$ cat config.mk
export PLATFORM = sky130hd
export DESIGN_NAME = pst_transmitter
export DESIGN_NICKNAME = d
export VERILOG_FILES = /design/src/pst_pkg.sv /design/src/pst_fifo.sv /design/src/pst_ones_count.sv /design/src/pst_transmitter.sv
export SDC_FILE = /design/constraint.sdc
export NUM_CORES = 1
export LEC_CHECK = 0
export BUFFER_PORTS_ARGS = -buffer_cell sky130_fd_sc_hd__buf_2
export CORE_MARGIN = 2
export CORE_UTILIZATION = 52
export DETAILED_ROUTE_END_ITERATION = 10
export PLACE_DENSITY_LB_ADDON = 0.15
export REMOVE_ABC_BUFFERS = 1
export SLEW_MARGIN = 20
export SYNTH_ARGS = -nofsm -noshare
export SYNTH_HDL_FRONTEND = slang
export SYNTH_SLANG_ARGS = --single-unit
$ cat constraint.sdc
create_clock -name pclk -period 2.38 [get_ports pclk]
set_clock_uncertainty 0.15 [all_clocks]
set_input_delay 0.119 -clock pclk [delete_from_list [all_inputs] [get_ports pclk]]
set_output_delay 0.119 -clock pclk [all_outputs]
set_load 0.02 [all_outputs]
$ cat src/pst_pkg.sv
// shared constants and types of the parity serial transmitter
package pst_pkg;
    // apb register byte offsets
    localparam logic [7:0]  PST_OFS_DATA      = 8'h00;
    localparam logic [7:0]  PST_OFS_CTRL      = 8'h04;
    localparam logic [7:0]  PST_OFS_STAT      = 8'h08;
    localparam logic [7:0]  PST_OFS_INT_STAT  = 8'h0C;
    localparam logic [7:0]  PST_OFS_INT_MASK  = 8'h10;
    // ctrl fields
    localparam int          PST_CTRL_GO       = 0;
    localparam logic        PST_CTRL_RST      = 1'h0;
    // stat fields
    localparam int          PST_STAT_EMPTY    = 0;
    localparam int          PST_STAT_FULL     = 1;
    localparam int          PST_STAT_DTR_N    = 2;
    localparam int          PST_STAT_OE       = 3;
    localparam int          PST_STAT_STATE_LO = 4;
    localparam int          PST_STAT_PARITY   = 8;
    // event bits, same layout in int_stat and int_mask
    localparam int          PST_EV_W          = 3;
    localparam int          PST_EV_RDDONE     = 0;
    localparam int          PST_EV_DONE       = 1;
    localparam int          PST_EV_ABORT      = 2;
    localparam logic [2:0]  PST_INT_RST       = 3'h0;
    // data path
    localparam int          PST_WORD_W        = 16;
    localparam int          PST_FIFO_AW       = 2;
    localparam int          PST_CHAR_BITS     = 7;
    localparam logic [2:0]  PST_CHAR_CNT_LAST = 3'h6;
    localparam logic [3:0]  PST_LOOP_PRELOAD  = 4'hA;
    localparam logic [15:0] PST_MASK_EVEN     = 16'h0060;
    localparam logic [15:0] PST_MASK_ODD      = 16'h00E0;
    localparam logic [15:0] PST_START_CLR     = 16'h7FFF;
    localparam logic [15:0] PST_WORD_RST      = 16'h0000;
    localparam logic [31:0] PST_RDATA_RST     = 32'h0000_0000;

    typedef enum logic [3:0] {
        PST_IDLE    = 4'h0,
        PST_FETCH   = 4'h1,
        PST_SWAP    = 4'h2,
        PST_COUNT   = 4'h3,
        PST_PARITY  = 4'h4,
        PST_WAIT_RX = 4'h5,
        PST_SHIFT   = 4'h6,
        PST_ABORT   = 4'h7
    } pst_state_t;
endpackage : pst_pkg

$ cat src/pst_fifo.sv
// input word fifo, registered read data
`timescale 1ns/100ps
module pst_fifo #(
    parameter int W  = 16,
    parameter int AW = 2
) (
    // clock and reset
    input  wire logic         pclk,
    input  wire logic         presetn,
    // fill side
    input  wire logic         push,
    input  wire logic [W-1:0] push_data,
    // drain side
    input  wire logic         pop,
    output logic      [W-1:0] pop_data,
    // levels
    output logic              empty,
    output logic              full
);
    logic [W-1:0] mem [2**AW];
    logic [AW-1:0] wr_ptr;
    logic [AW-1:0] rd_ptr;
    logic [AW:0]   count;
    logic [AW-1:0] next_wr_ptr;
    logic [AW-1:0] next_rd_ptr;
    logic [AW:0]   next_count;
    logic          do_push;
    logic          do_pop;

    // a push into a full fifo or a pop from an empty one is dropped
    always_comb begin
        do_push     = push && !full;
        do_pop      = pop && !empty;
        next_wr_ptr = do_push ? wr_ptr + 1'b1 : wr_ptr;
        next_rd_ptr = do_pop ? rd_ptr + 1'b1 : rd_ptr;
        next_count  = count;
        if (do_push && !do_pop) begin
            next_count = count + 1'b1;
        end else if (do_pop && !do_push) begin
            next_count = count - 1'b1;
        end
    end

    assign empty = (count == '0);
    assign full  = (count == (AW+1)'(2**AW));

    always_ff @(posedge pclk or negedge presetn) begin
        if (!presetn) begin
            wr_ptr   <= '0;
            rd_ptr   <= '0;
            count    <= '0;
            pop_data <= '0;
        end else begin
            wr_ptr <= next_wr_ptr;
            rd_ptr <= next_rd_ptr;
            count  <= next_count;
            if (do_pop) begin
                pop_data <= mem[rd_ptr];
            end
        end
    end

    // storage carries no reset
    always_ff @(posedge pclk) begin
        if (do_push) begin
            mem[wr_ptr] <= push_data;
        end
    end
endmodule : pst_fifo

$ cat src/pst_ones_count.sv
// serial counter of ones in a seven bit character
`timescale 1ns/100ps
module pst_ones_count
    import pst_pkg::*;
(
    // clock and reset
    input  wire logic        pclk,
    input  wire logic        presetn,
    // request
    input  wire logic        start,
    input  wire logic [6:0]  data,
    // result
    output logic             busy,
    output logic [2:0]       ones
);
    logic [6:0] bits;
    logic [2:0] iter;
    logic [6:0] next_bits;
    logic [2:0] next_iter;
    logic [2:0] next_ones;
    logic       next_busy;

    // one bit examined per cycle, seven cycles in all
    always_comb begin
        next_bits = bits;
        next_iter = iter;
        next_ones = ones;
        next_busy = busy;
        if (start) begin
            next_bits = data;
            next_iter = 3'h0;
            next_ones = 3'h0;
            next_busy = 1'b1;
        end else if (busy) begin
            next_bits = {bits[5:0], 1'b0};
            next_ones = ones + {2'b00, bits[6]};
            next_iter = iter + 3'h1;
            next_busy = (iter != PST_CHAR_CNT_LAST);
        end
    end

    always_ff @(posedge pclk or negedge presetn) begin
        if (!presetn) begin
            bits <= 7'h00;
            iter <= 3'h0;
            ones <= 3'h0;
            busy <= 1'b0;
        end else begin
            bits <= next_bits;
            iter <= next_iter;
            ones <= next_ones;
            busy <= next_busy;
        end
    end
endmodule : pst_ones_count

$ cat src/pst_transmitter.sv
// parity serial transmitter: apb registers, framing and serial shifter
//
// Behaviour
// - host words pass through fifo to register
// - stay idle until host go is set
// - abort condition leaves character in fifo, reports abort
// - fifo read also reports read done
// - swap bytes so character sits high
// - count ones over seven single-bit steps
// - ones count parity picks even or odd mask
// - start, seven data, parity, two stops: eleven
// - frame loaded to shifter, sent on line
// - wait while receiver not ready
// - receiver ready: enable line, drive dtr low
// - loop counter preloaded ten, zero fill
// - after last bit report done, go idle
`timescale 1ns/100ps
module pst_transmitter
    import pst_pkg::*;
(
    // clock and reset
    input  wire logic        pclk,
    input  wire logic        presetn,
    // apb slave
    input  wire logic        psel,
    input  wire logic        penable,
    input  wire logic        pwrite,
    input  wire logic [7:0]  paddr,
    input  wire logic [31:0] pwdata,
    output logic      [31:0] prdata,
    output logic             pready,
    output logic             pslverr,
    // receiver and abort handshakes
    input  wire logic        receiver_ready_input,
    input  wire logic        abort_condition_input,
    // serial side
    output logic             serial_out_port_line,
    output logic             serial_out_oe,
    output logic             dtr_n,
    // interrupt
    output logic             irq
);
    import pst_pkg::*;

    pst_state_t state;
    pst_state_t next_state;
    logic [1:0]           rx_sync;
    logic [1:0]           abort_sync;
    logic                 host_go;
    logic                 next_host_go;
    logic [PST_EV_W-1:0]  int_stat;
    logic [PST_EV_W-1:0]  int_mask;
    logic [PST_EV_W-1:0]  next_int_stat;
    logic [PST_EV_W-1:0]  next_int_mask;
    logic [PST_EV_W-1:0]  events;
    logic [31:0]          next_prdata;
    logic                 next_pready;
    logic                 next_pslverr;
    logic                 next_irq;
    logic [15:0]          work;
    logic [15:0]          next_work;
    logic [15:0]          shreg;
    logic [15:0]          next_shreg;
    logic [3:0]           loop_cnt;
    logic [3:0]           next_loop_cnt;
    logic                 next_line;
    logic                 next_oe;
    logic                 next_dtr_n;
    logic                 wr_fire;
    logic                 fifo_push;
    logic                 fifo_pop;
    logic [15:0]          fifo_rd_data;
    logic                 fifo_empty;
    logic                 fifo_full;
    logic                 cnt_start;
    logic                 cnt_busy;
    logic [2:0]           cnt_ones;
    logic                 rx_ready;
    logic                 abort_cond;

    assign rx_ready   = rx_sync[1];
    assign abort_cond = abort_sync[1];

    // pins are asynchronous to pclk
    always_ff @(posedge pclk or negedge presetn) begin
        if (!presetn) begin
            rx_sync    <= 2'h0;
            abort_sync <= 2'h0;
        end else begin
            rx_sync    <= {rx_sync[0], receiver_ready_input};
            abort_sync <= {abort_sync[0], abort_condition_input};
        end
    end

    // ---------------- apb slave ----------------
    // one wait state: pready comes from a flop, so the access lasts two cycles
    assign wr_fire = psel && penable && pready && pwrite;
    assign fifo_push = wr_fire && (paddr == PST_OFS_DATA) && !fifo_full;

    always_comb begin
        next_pready   = psel && penable && !pready;
        next_prdata   = prdata;
        next_pslverr  = 1'b0;
        next_host_go  = host_go;
        next_int_mask = int_mask;
        if (psel && penable && !pready) begin
            next_prdata = PST_RDATA_RST;
            unique case (paddr)
                PST_OFS_DATA: begin
                    next_pslverr = pwrite && fifo_full;
                end
                PST_OFS_CTRL: begin
                    next_prdata[PST_CTRL_GO] = host_go;
                end
                PST_OFS_STAT: begin
                    next_prdata[PST_STAT_EMPTY]               = fifo_empty;
                    next_prdata[PST_STAT_FULL]                = fifo_full;
                    next_prdata[PST_STAT_DTR_N]               = dtr_n;
                    next_prdata[PST_STAT_OE]                  = serial_out_oe;
                    next_prdata[PST_STAT_STATE_LO +: 4]       = state;
                    next_prdata[PST_STAT_PARITY]              = cnt_ones[0];
                end
                PST_OFS_INT_STAT: begin
                    next_prdata[PST_EV_W-1:0] = int_stat;
                end
                PST_OFS_INT_MASK: begin
                    next_prdata[PST_EV_W-1:0] = int_mask;
                end
                default: begin
                    next_pslverr = 1'b1;
                end
            endcase
        end
        if (wr_fire && paddr == PST_OFS_CTRL) begin
            next_host_go = pwdata[PST_CTRL_GO];
        end
        if (wr_fire && paddr == PST_OFS_INT_MASK) begin
            next_int_mask = pwdata[PST_EV_W-1:0];
        end
        // write one clears; a new event in the same cycle wins
        next_int_stat = int_stat;
        if (wr_fire && paddr == PST_OFS_INT_STAT) begin
            next_int_stat = int_stat & ~pwdata[PST_EV_W-1:0];
        end
        next_int_stat = next_int_stat | events;
        next_irq      = |(next_int_stat & next_int_mask);
    end

    always_ff @(posedge pclk or negedge presetn) begin
        if (!presetn) begin
            pready   <= 1'b0;
            prdata   <= PST_RDATA_RST;
            pslverr  <= 1'b0;
            host_go  <= PST_CTRL_RST;
            int_stat <= PST_INT_RST;
            int_mask <= PST_INT_RST;
            irq      <= 1'b0;
        end else begin
            pready   <= next_pready;
            prdata   <= next_prdata;
            pslverr  <= next_pslverr;
            host_go  <= next_host_go;
            int_stat <= next_int_stat;
            int_mask <= next_int_mask;
            irq      <= next_irq;
        end
    end

    // ---------------- framing sequencer ----------------
    always_comb begin
        next_state    = state;
        next_work     = work;
        next_shreg    = shreg;
        next_loop_cnt = loop_cnt;
        next_line     = serial_out_port_line;
        next_oe       = serial_out_oe;
        next_dtr_n    = dtr_n;
        events        = '0;
        fifo_pop      = 1'b0;
        cnt_start     = 1'b0;
        unique case (state)
            PST_IDLE: begin
                if (host_go) begin
                    if (abort_cond) begin
                        next_state = PST_ABORT;
                    end else if (!fifo_empty) begin
                        fifo_pop                = 1'b1;
                        events[PST_EV_RDDONE]   = 1'b1;
                        next_state              = PST_FETCH;
                    end
                end
            end
            PST_FETCH: begin
                next_state = PST_SWAP;
            end
            PST_SWAP: begin
                next_work  = {fifo_rd_data[7:0], fifo_rd_data[15:8]} & PST_START_CLR;
                cnt_start  = 1'b1;
                next_state = PST_COUNT;
            end
            PST_COUNT: begin
                if (!cnt_busy) begin
                    next_state = PST_PARITY;
                end
            end
            PST_PARITY: begin
                next_work  = work | (cnt_ones[0] ? PST_MASK_ODD : PST_MASK_EVEN);
                next_state = PST_WAIT_RX;
            end
            PST_WAIT_RX: begin
                if (rx_ready) begin
                    next_oe       = 1'b1;
                    next_dtr_n    = 1'b0;
                    next_line     = work[15];
                    next_shreg    = {work[14:0], 1'b0};
                    next_loop_cnt = PST_LOOP_PRELOAD;
                    next_state    = PST_SHIFT;
                end
            end
            PST_SHIFT: begin
                if (loop_cnt == 4'h0) begin
                    events[PST_EV_DONE] = 1'b1;
                    next_line           = 1'b1;
                    next_oe             = 1'b0;
                    next_dtr_n          = 1'b1;
                    next_state          = PST_IDLE;
                end else begin
                    next_line     = shreg[15];
                    next_shreg    = {shreg[14:0], 1'b0};
                    next_loop_cnt = loop_cnt - 4'h1;
                end
            end
            PST_ABORT: begin
                events[PST_EV_ABORT] = 1'b1;
                next_state           = PST_IDLE;
            end
            default: begin
                next_state = PST_IDLE;
            end
        endcase
    end

    // line idles high so stop bits and idle look alike
    always_ff @(posedge pclk or negedge presetn) begin
        if (!presetn) begin
            state                <= PST_IDLE;
            work                 <= PST_WORD_RST;
            shreg                <= PST_WORD_RST;
            loop_cnt             <= 4'h0;
            serial_out_port_line <= 1'b1;
            serial_out_oe        <= 1'b0;
            dtr_n                <= 1'b1;
        end else begin
            state                <= next_state;
            work                 <= next_work;
            shreg                <= next_shreg;
            loop_cnt             <= next_loop_cnt;
            serial_out_port_line <= next_line;
            serial_out_oe        <= next_oe;
            dtr_n                <= next_dtr_n;
        end
    end

    pst_fifo #(
        .W  (PST_WORD_W),
        .AW (PST_FIFO_AW)
    ) pst_fifo_inst (
        .pclk      (pclk),
        .presetn   (presetn),
        .push      (fifo_push),
        .push_data (pwdata[15:0]),
        .pop       (fifo_pop),
        .pop_data  (fifo_rd_data),
        .empty     (fifo_empty),
        .full      (fifo_full)
    );

    pst_ones_count pst_ones_count_inst (
        .pclk    (pclk),
        .presetn (presetn),
        .start   (cnt_start),
        .data    (next_work[14:8]),
        .busy    (cnt_busy),
        .ones    (cnt_ones)
    );

    // ---------------- checks ----------------
    AST_GO_GATE: assert property (@(posedge pclk) disable iff (!presetn)
        fifo_pop |-> host_go && state == PST_IDLE)
        else $error("fifo read without go");
    AST_ABORT: assert property (@(posedge pclk) disable iff (!presetn)
        state == PST_IDLE && host_go && abort_cond |=> state == PST_ABORT
        ##1 int_stat[PST_EV_ABORT] && state == PST_IDLE)
        else $error("abort not reported");
    AST_RDDONE: assert property (@(posedge pclk) disable iff (!presetn)
        fifo_pop |=> int_stat[PST_EV_RDDONE] && state == PST_FETCH)
        else $error("read done missing");
    AST_SWAP: assert property (@(posedge pclk) disable iff (!presetn)
        state == PST_SWAP |=> work[14:8] == $past(fifo_rd_data[6:0]) && !work[15])
        else $error("byte swap wrong");
    AST_COUNT7: assert property (@(posedge pclk) disable iff (!presetn)
        $rose(cnt_busy) |-> cnt_busy[*7] ##1 !cnt_busy)
        else $error("ones count not seven steps");
    AST_PARITY: assert property (@(posedge pclk) disable iff (!presetn)
        state == PST_WAIT_RX |-> !(^work[14:7]) && work[6:5] == 2'b11)
        else $error("parity or stop bits wrong");
    AST_ELEVEN: assert property (@(posedge pclk) disable iff (!presetn)
        $fell(dtr_n) |-> ##10 !dtr_n ##1 dtr_n && int_stat[PST_EV_DONE])
        else $error("frame not eleven bits");
    AST_RXWAIT: assert property (@(posedge pclk) disable iff (!presetn)
        state == PST_WAIT_RX && !rx_ready |=> state == PST_WAIT_RX && dtr_n)
        else $error("sent without receiver ready");
    AST_START: assert property (@(posedge pclk) disable iff (!presetn)
        $fell(dtr_n) |-> serial_out_oe && !serial_out_port_line && loop_cnt == PST_LOOP_PRELOAD)
        else $error("start bit or line enable wrong");
    AST_MSB: assert property (@(posedge pclk) disable iff (!presetn)
        state == PST_SHIFT && loop_cnt != 4'h0 |=> serial_out_port_line == $past(shreg[15]))
        else $error("bit order wrong");
endmodule : pst_transmitter

==> metrics.yaml <==
status: "finished clean"
grt_pass1_wl_mm: 19.6
rows: 41
core_region_area_sq_um: 12500
grt_pass1_vias: 3889
nets: 637
synthesis.area_sq_um: 6620
clk_pin_slew_ps: 60
async_flop_share: 0.615
synth-edff-count: 60
die_x_microns: 117
synth-simple-area-share: 0.0921
hold_violations: 0
fmax_mhz: 436
synth_seq_cells: 156
ys_seq_area_frac: 0.636
internal-power_mw: 5.03
max-slew-margin-rel: 0.621
synth-xor-area-share: 0.0146
maxCapViolations: 0
dp_hpwl_mm: 7.85
hold_class: "in2reg"
seq_power_share: 0.451
syn_avg_cell_area_sq_um: 13.3
synth_area_leaders: "dfrtp_1 (36%), edfxtp_1 (27%), mux4_2 (5.1%)"
synth_compound_area_frac: 0.0652
p_sw_mw: 1.91
p_comb_frac: 0.186
synth_top_area_cell: "dfrtp_1"
clockBufferDepth: 2
critPathRequiredTime_ps: 2580
grtUsageTotal: 0.191
cts_buffers: 17
synth_cells: 496
final_common_cell: "dfrtp_1"
hold_slack_ps: 28.5
dr.pass1.iters: 4
yosysWarnings: 0
fin_crit_sh: 0.963
antenna_found_initial: 0
dr_total_vias: 3944
start_util: 0.529
tightestPinTransition_ps: 568
cts_tree: "done"
synthMuxAreaShare: 0.123
drt_first_iter_violations: 251
reg2regPathDepth: 8
rsz0062_at_grt: "no"
synth_top_area_frac: 0.355
htree_levels: 4
vias_per_cell: 5.16
slew_violations: 0
timing.final.crit_period_ps: 2290
worst-path-buf-inv: 4
placed_cells: 708
drc: 0
cp_max_fo: 12
timing_worst_setup_path_type: "in2reg"
wl_per_cell_microns: 15.3
fin_area_sq_um: 7920
cts_root_buf: "clkbuf_16"
vdd_drop_max_mv: 0.584
ys.flop_type: "dfrtp_1"
drtAntennaViolNets: 0
synth_fa_ha_area_frac: 0.0200
clock_sinks: 156
area_growth_pct: 19.7
synth_top_family_by_area: "multiplexers"
end_kind: "flip-flop"
p_per_area_nw_per_um2: 876
cpMostUsedCell: "dlygate4sd3_1"
die_h_microns: 117
ff_latch_area_sq_um: 4210
grt-ovfl-total: 0
critical-path-top-delay-family: "buffers and inverters"
slowest_delay_ps: 560
io_pins: 85
cpMaxStageDelayCell: "dlygate4sd3_1"
p_leak_nw: 3.44
multi_input_area_sq_um: 2200
antenna-diode-count: 0
stdcell_count: 764
crit_arrival_ps: 2490
clock_latency_ps: 410
power_frac_clock: 0.363
die_area_sq_um: 13600
hold_depth: 4
nFillCells: 1007
final_cell_mix: "dfrtp_1 (94), nand2_1 (73), edfxtp_1 (60), buf_2 (42), o21ai_0 (32)"
place.gp.congestion: 0.836
port_buffers: 43
placed_area_sq_um: 7090
startpoint_type: "input pin"
crit_cells: 7
yosys.cell_types.count: 48
setup_viol: 0
drive_gt1_frac: 0.247
sw_frac_of_total: 0.275
grt_max_degree: 54
worstPathCellList: "dlygate4sd3_1, buf_2, nor3_2, nand4_1, dlygate4sd3_1, a31oi_1, dlygate4sd3_1"
wirelength_mm: 11.7
==> worst reg2reg max path, stage by stage (launching register included) <==
cell	delay, ps
dfrtp_1	420
or3_4	410
nand4_1	200
ha_4	170
inv_1	50
fa_2	330
xor2_1	150
nor2_1	120
xor2_1	150
==> cells in the mapped netlist, types with 2 or more instances <==
| cell type | instances |
|---|---|
| or2_2 | 3 |
| mux4_2 | 15 |
| buf_1 | 3 |
| o22ai_1 | 5 |
| and2_1 | 4 |
| nor2_1 | 19 |
| nor3_1 | 2 |
| o21ai_0 | 32 |
| nor2b_1 | 3 |
| xnor2_1 | 5 |
| buf_4 | 25 |
| a21o_1 | 2 |
| nand4_1 | 5 |
| nand3b_1 | 2 |
| edfxtp_1 | 60 |
| a22oi_1 | 2 |
| xor2_1 | 6 |
| a31oi_1 | 3 |
| nand3_1 | 5 |
| nand2b_1 | 4 |
| nand2_1 | 73 |
| nor3b_1 | 2 |
| clkbuf_1 | 12 |
| dfstp_2 | 2 |
| dfrtp_1 | 94 |
| mux2_2 | 21 |
| ha_1 | 9 |
| buf_2 | 7 |
| inv_1 | 12 |
| mux2i_1 | 24 |
| a22o_1 | 9 |
| a21oi_1 | 10 |
==> layout make-up <==
| cell class | instances | share of cell area |
|---|---|---|
| clock inverter | 13 | 0.0158 |
| sequential | 156 | 0.531 |
| tap | 172 | 0.0272 |
| timing repair buffer | 89 | 0.0878 |
| multi-input combinational | 304 | 0.278 |
| inverter | 12 | 0.00569 |
| clock buffer | 18 | 0.0542 |
==> what timing repair did <==
item                                   in CTS  in global routing
endpoints found under the hold margin     114                  0
resized for setup                           0                  6
buffers inserted                            0                  2
setup endpoints to repair                   0                  1
hold buffers                               23                  0
==> metrics by stage <==
stage                      util  setup TNS [ps]  power, mW  setup WS (ps)
after floorplan               -            -656       3.99           -407
after global placement    0.567               0       4.40           45.9
after detailed placement  0.567           -25.7       4.44          -25.7
after CTS                 0.629               0       7.00           44.4
after global routing      0.633               0       7.31           6.44
final                     0.633               0       6.94           86.9
==> flip-flops by register name, indices dropped and copies added, names as in the netlist, 2 cells and up <==
register	count
pst_fifo_inst.mem	60
pst_fifo_inst.pop_data	15
shreg	15
work	15
prdata	8
pst_ones_count_inst.bits	7
loop_cnt	4
int_mask	3
int_stat	3
pst_fifo_inst.count	3
pst_ones_count_inst.iter	3
state	3
abort_sync	2
pst_fifo_inst.rd_ptr	2
pst_fifo_inst.wr_ptr	2
rx_sync	2
==> cells by family (layout without fill, tap and decap cells) <==
logic type,count (synthesis),count (layout)
buffers and inverters,59,132
adders and majority gates,10,10
xor gates and xnor gates,11,11
and+or+nand+nor,129,129
DFF,156,156
AOI/OAI and AO/OA,70,70
muxes,60,60
other,1,24
==> final timing paths <==
| kind | slack (ps) | start | to |
|---|---|---|---|
| worst max register to register | 160 | pst_fifo_inst.count[1] | pst_fifo_inst.count[2] |
| worst max-delay path | 90 | paddr[2] | pslverr |
| max in group asynchronous | 1290 | presetn | serial_out_port_line |
| worst min register to register | 210 | rx_sync[0] | rx_sync[1] |
| worst min-delay path | 30 | paddr[4] | host_go |
| min in group asynchronous | 100 | presetn | rx_sync[0] |
==> power by group through the flow <==
stage / combinational (mW) / sequential [mW] / clock [mW]
after floorplan: 0.725 / 3.26 / 0
after global placement: 1.23 / 3.17 / 0
after detailed placement: 1.27 / 3.18 / 0
after CTS: 1.30 / 3.13 / 2.58
after global routing: 1.46 / 3.15 / 2.70
final: 1.29 / 3.13 / 2.52
==> layer usage <==
| metal | GRT usage | share of wire | vias up |
|---|---|---|---|
| met2 | 0.307 | 0.50 | 70 |
| li1 | - | - | 1885 |
| met4 | 0.0706 | 0.013 | 0 |
| met3 | 0.0433 | 0.034 | 9 |
| met1 | 0.258 | 0.45 | 1980 |
| met5 | 0 | 0 | - |
Power figures use the tool's default switching activity.
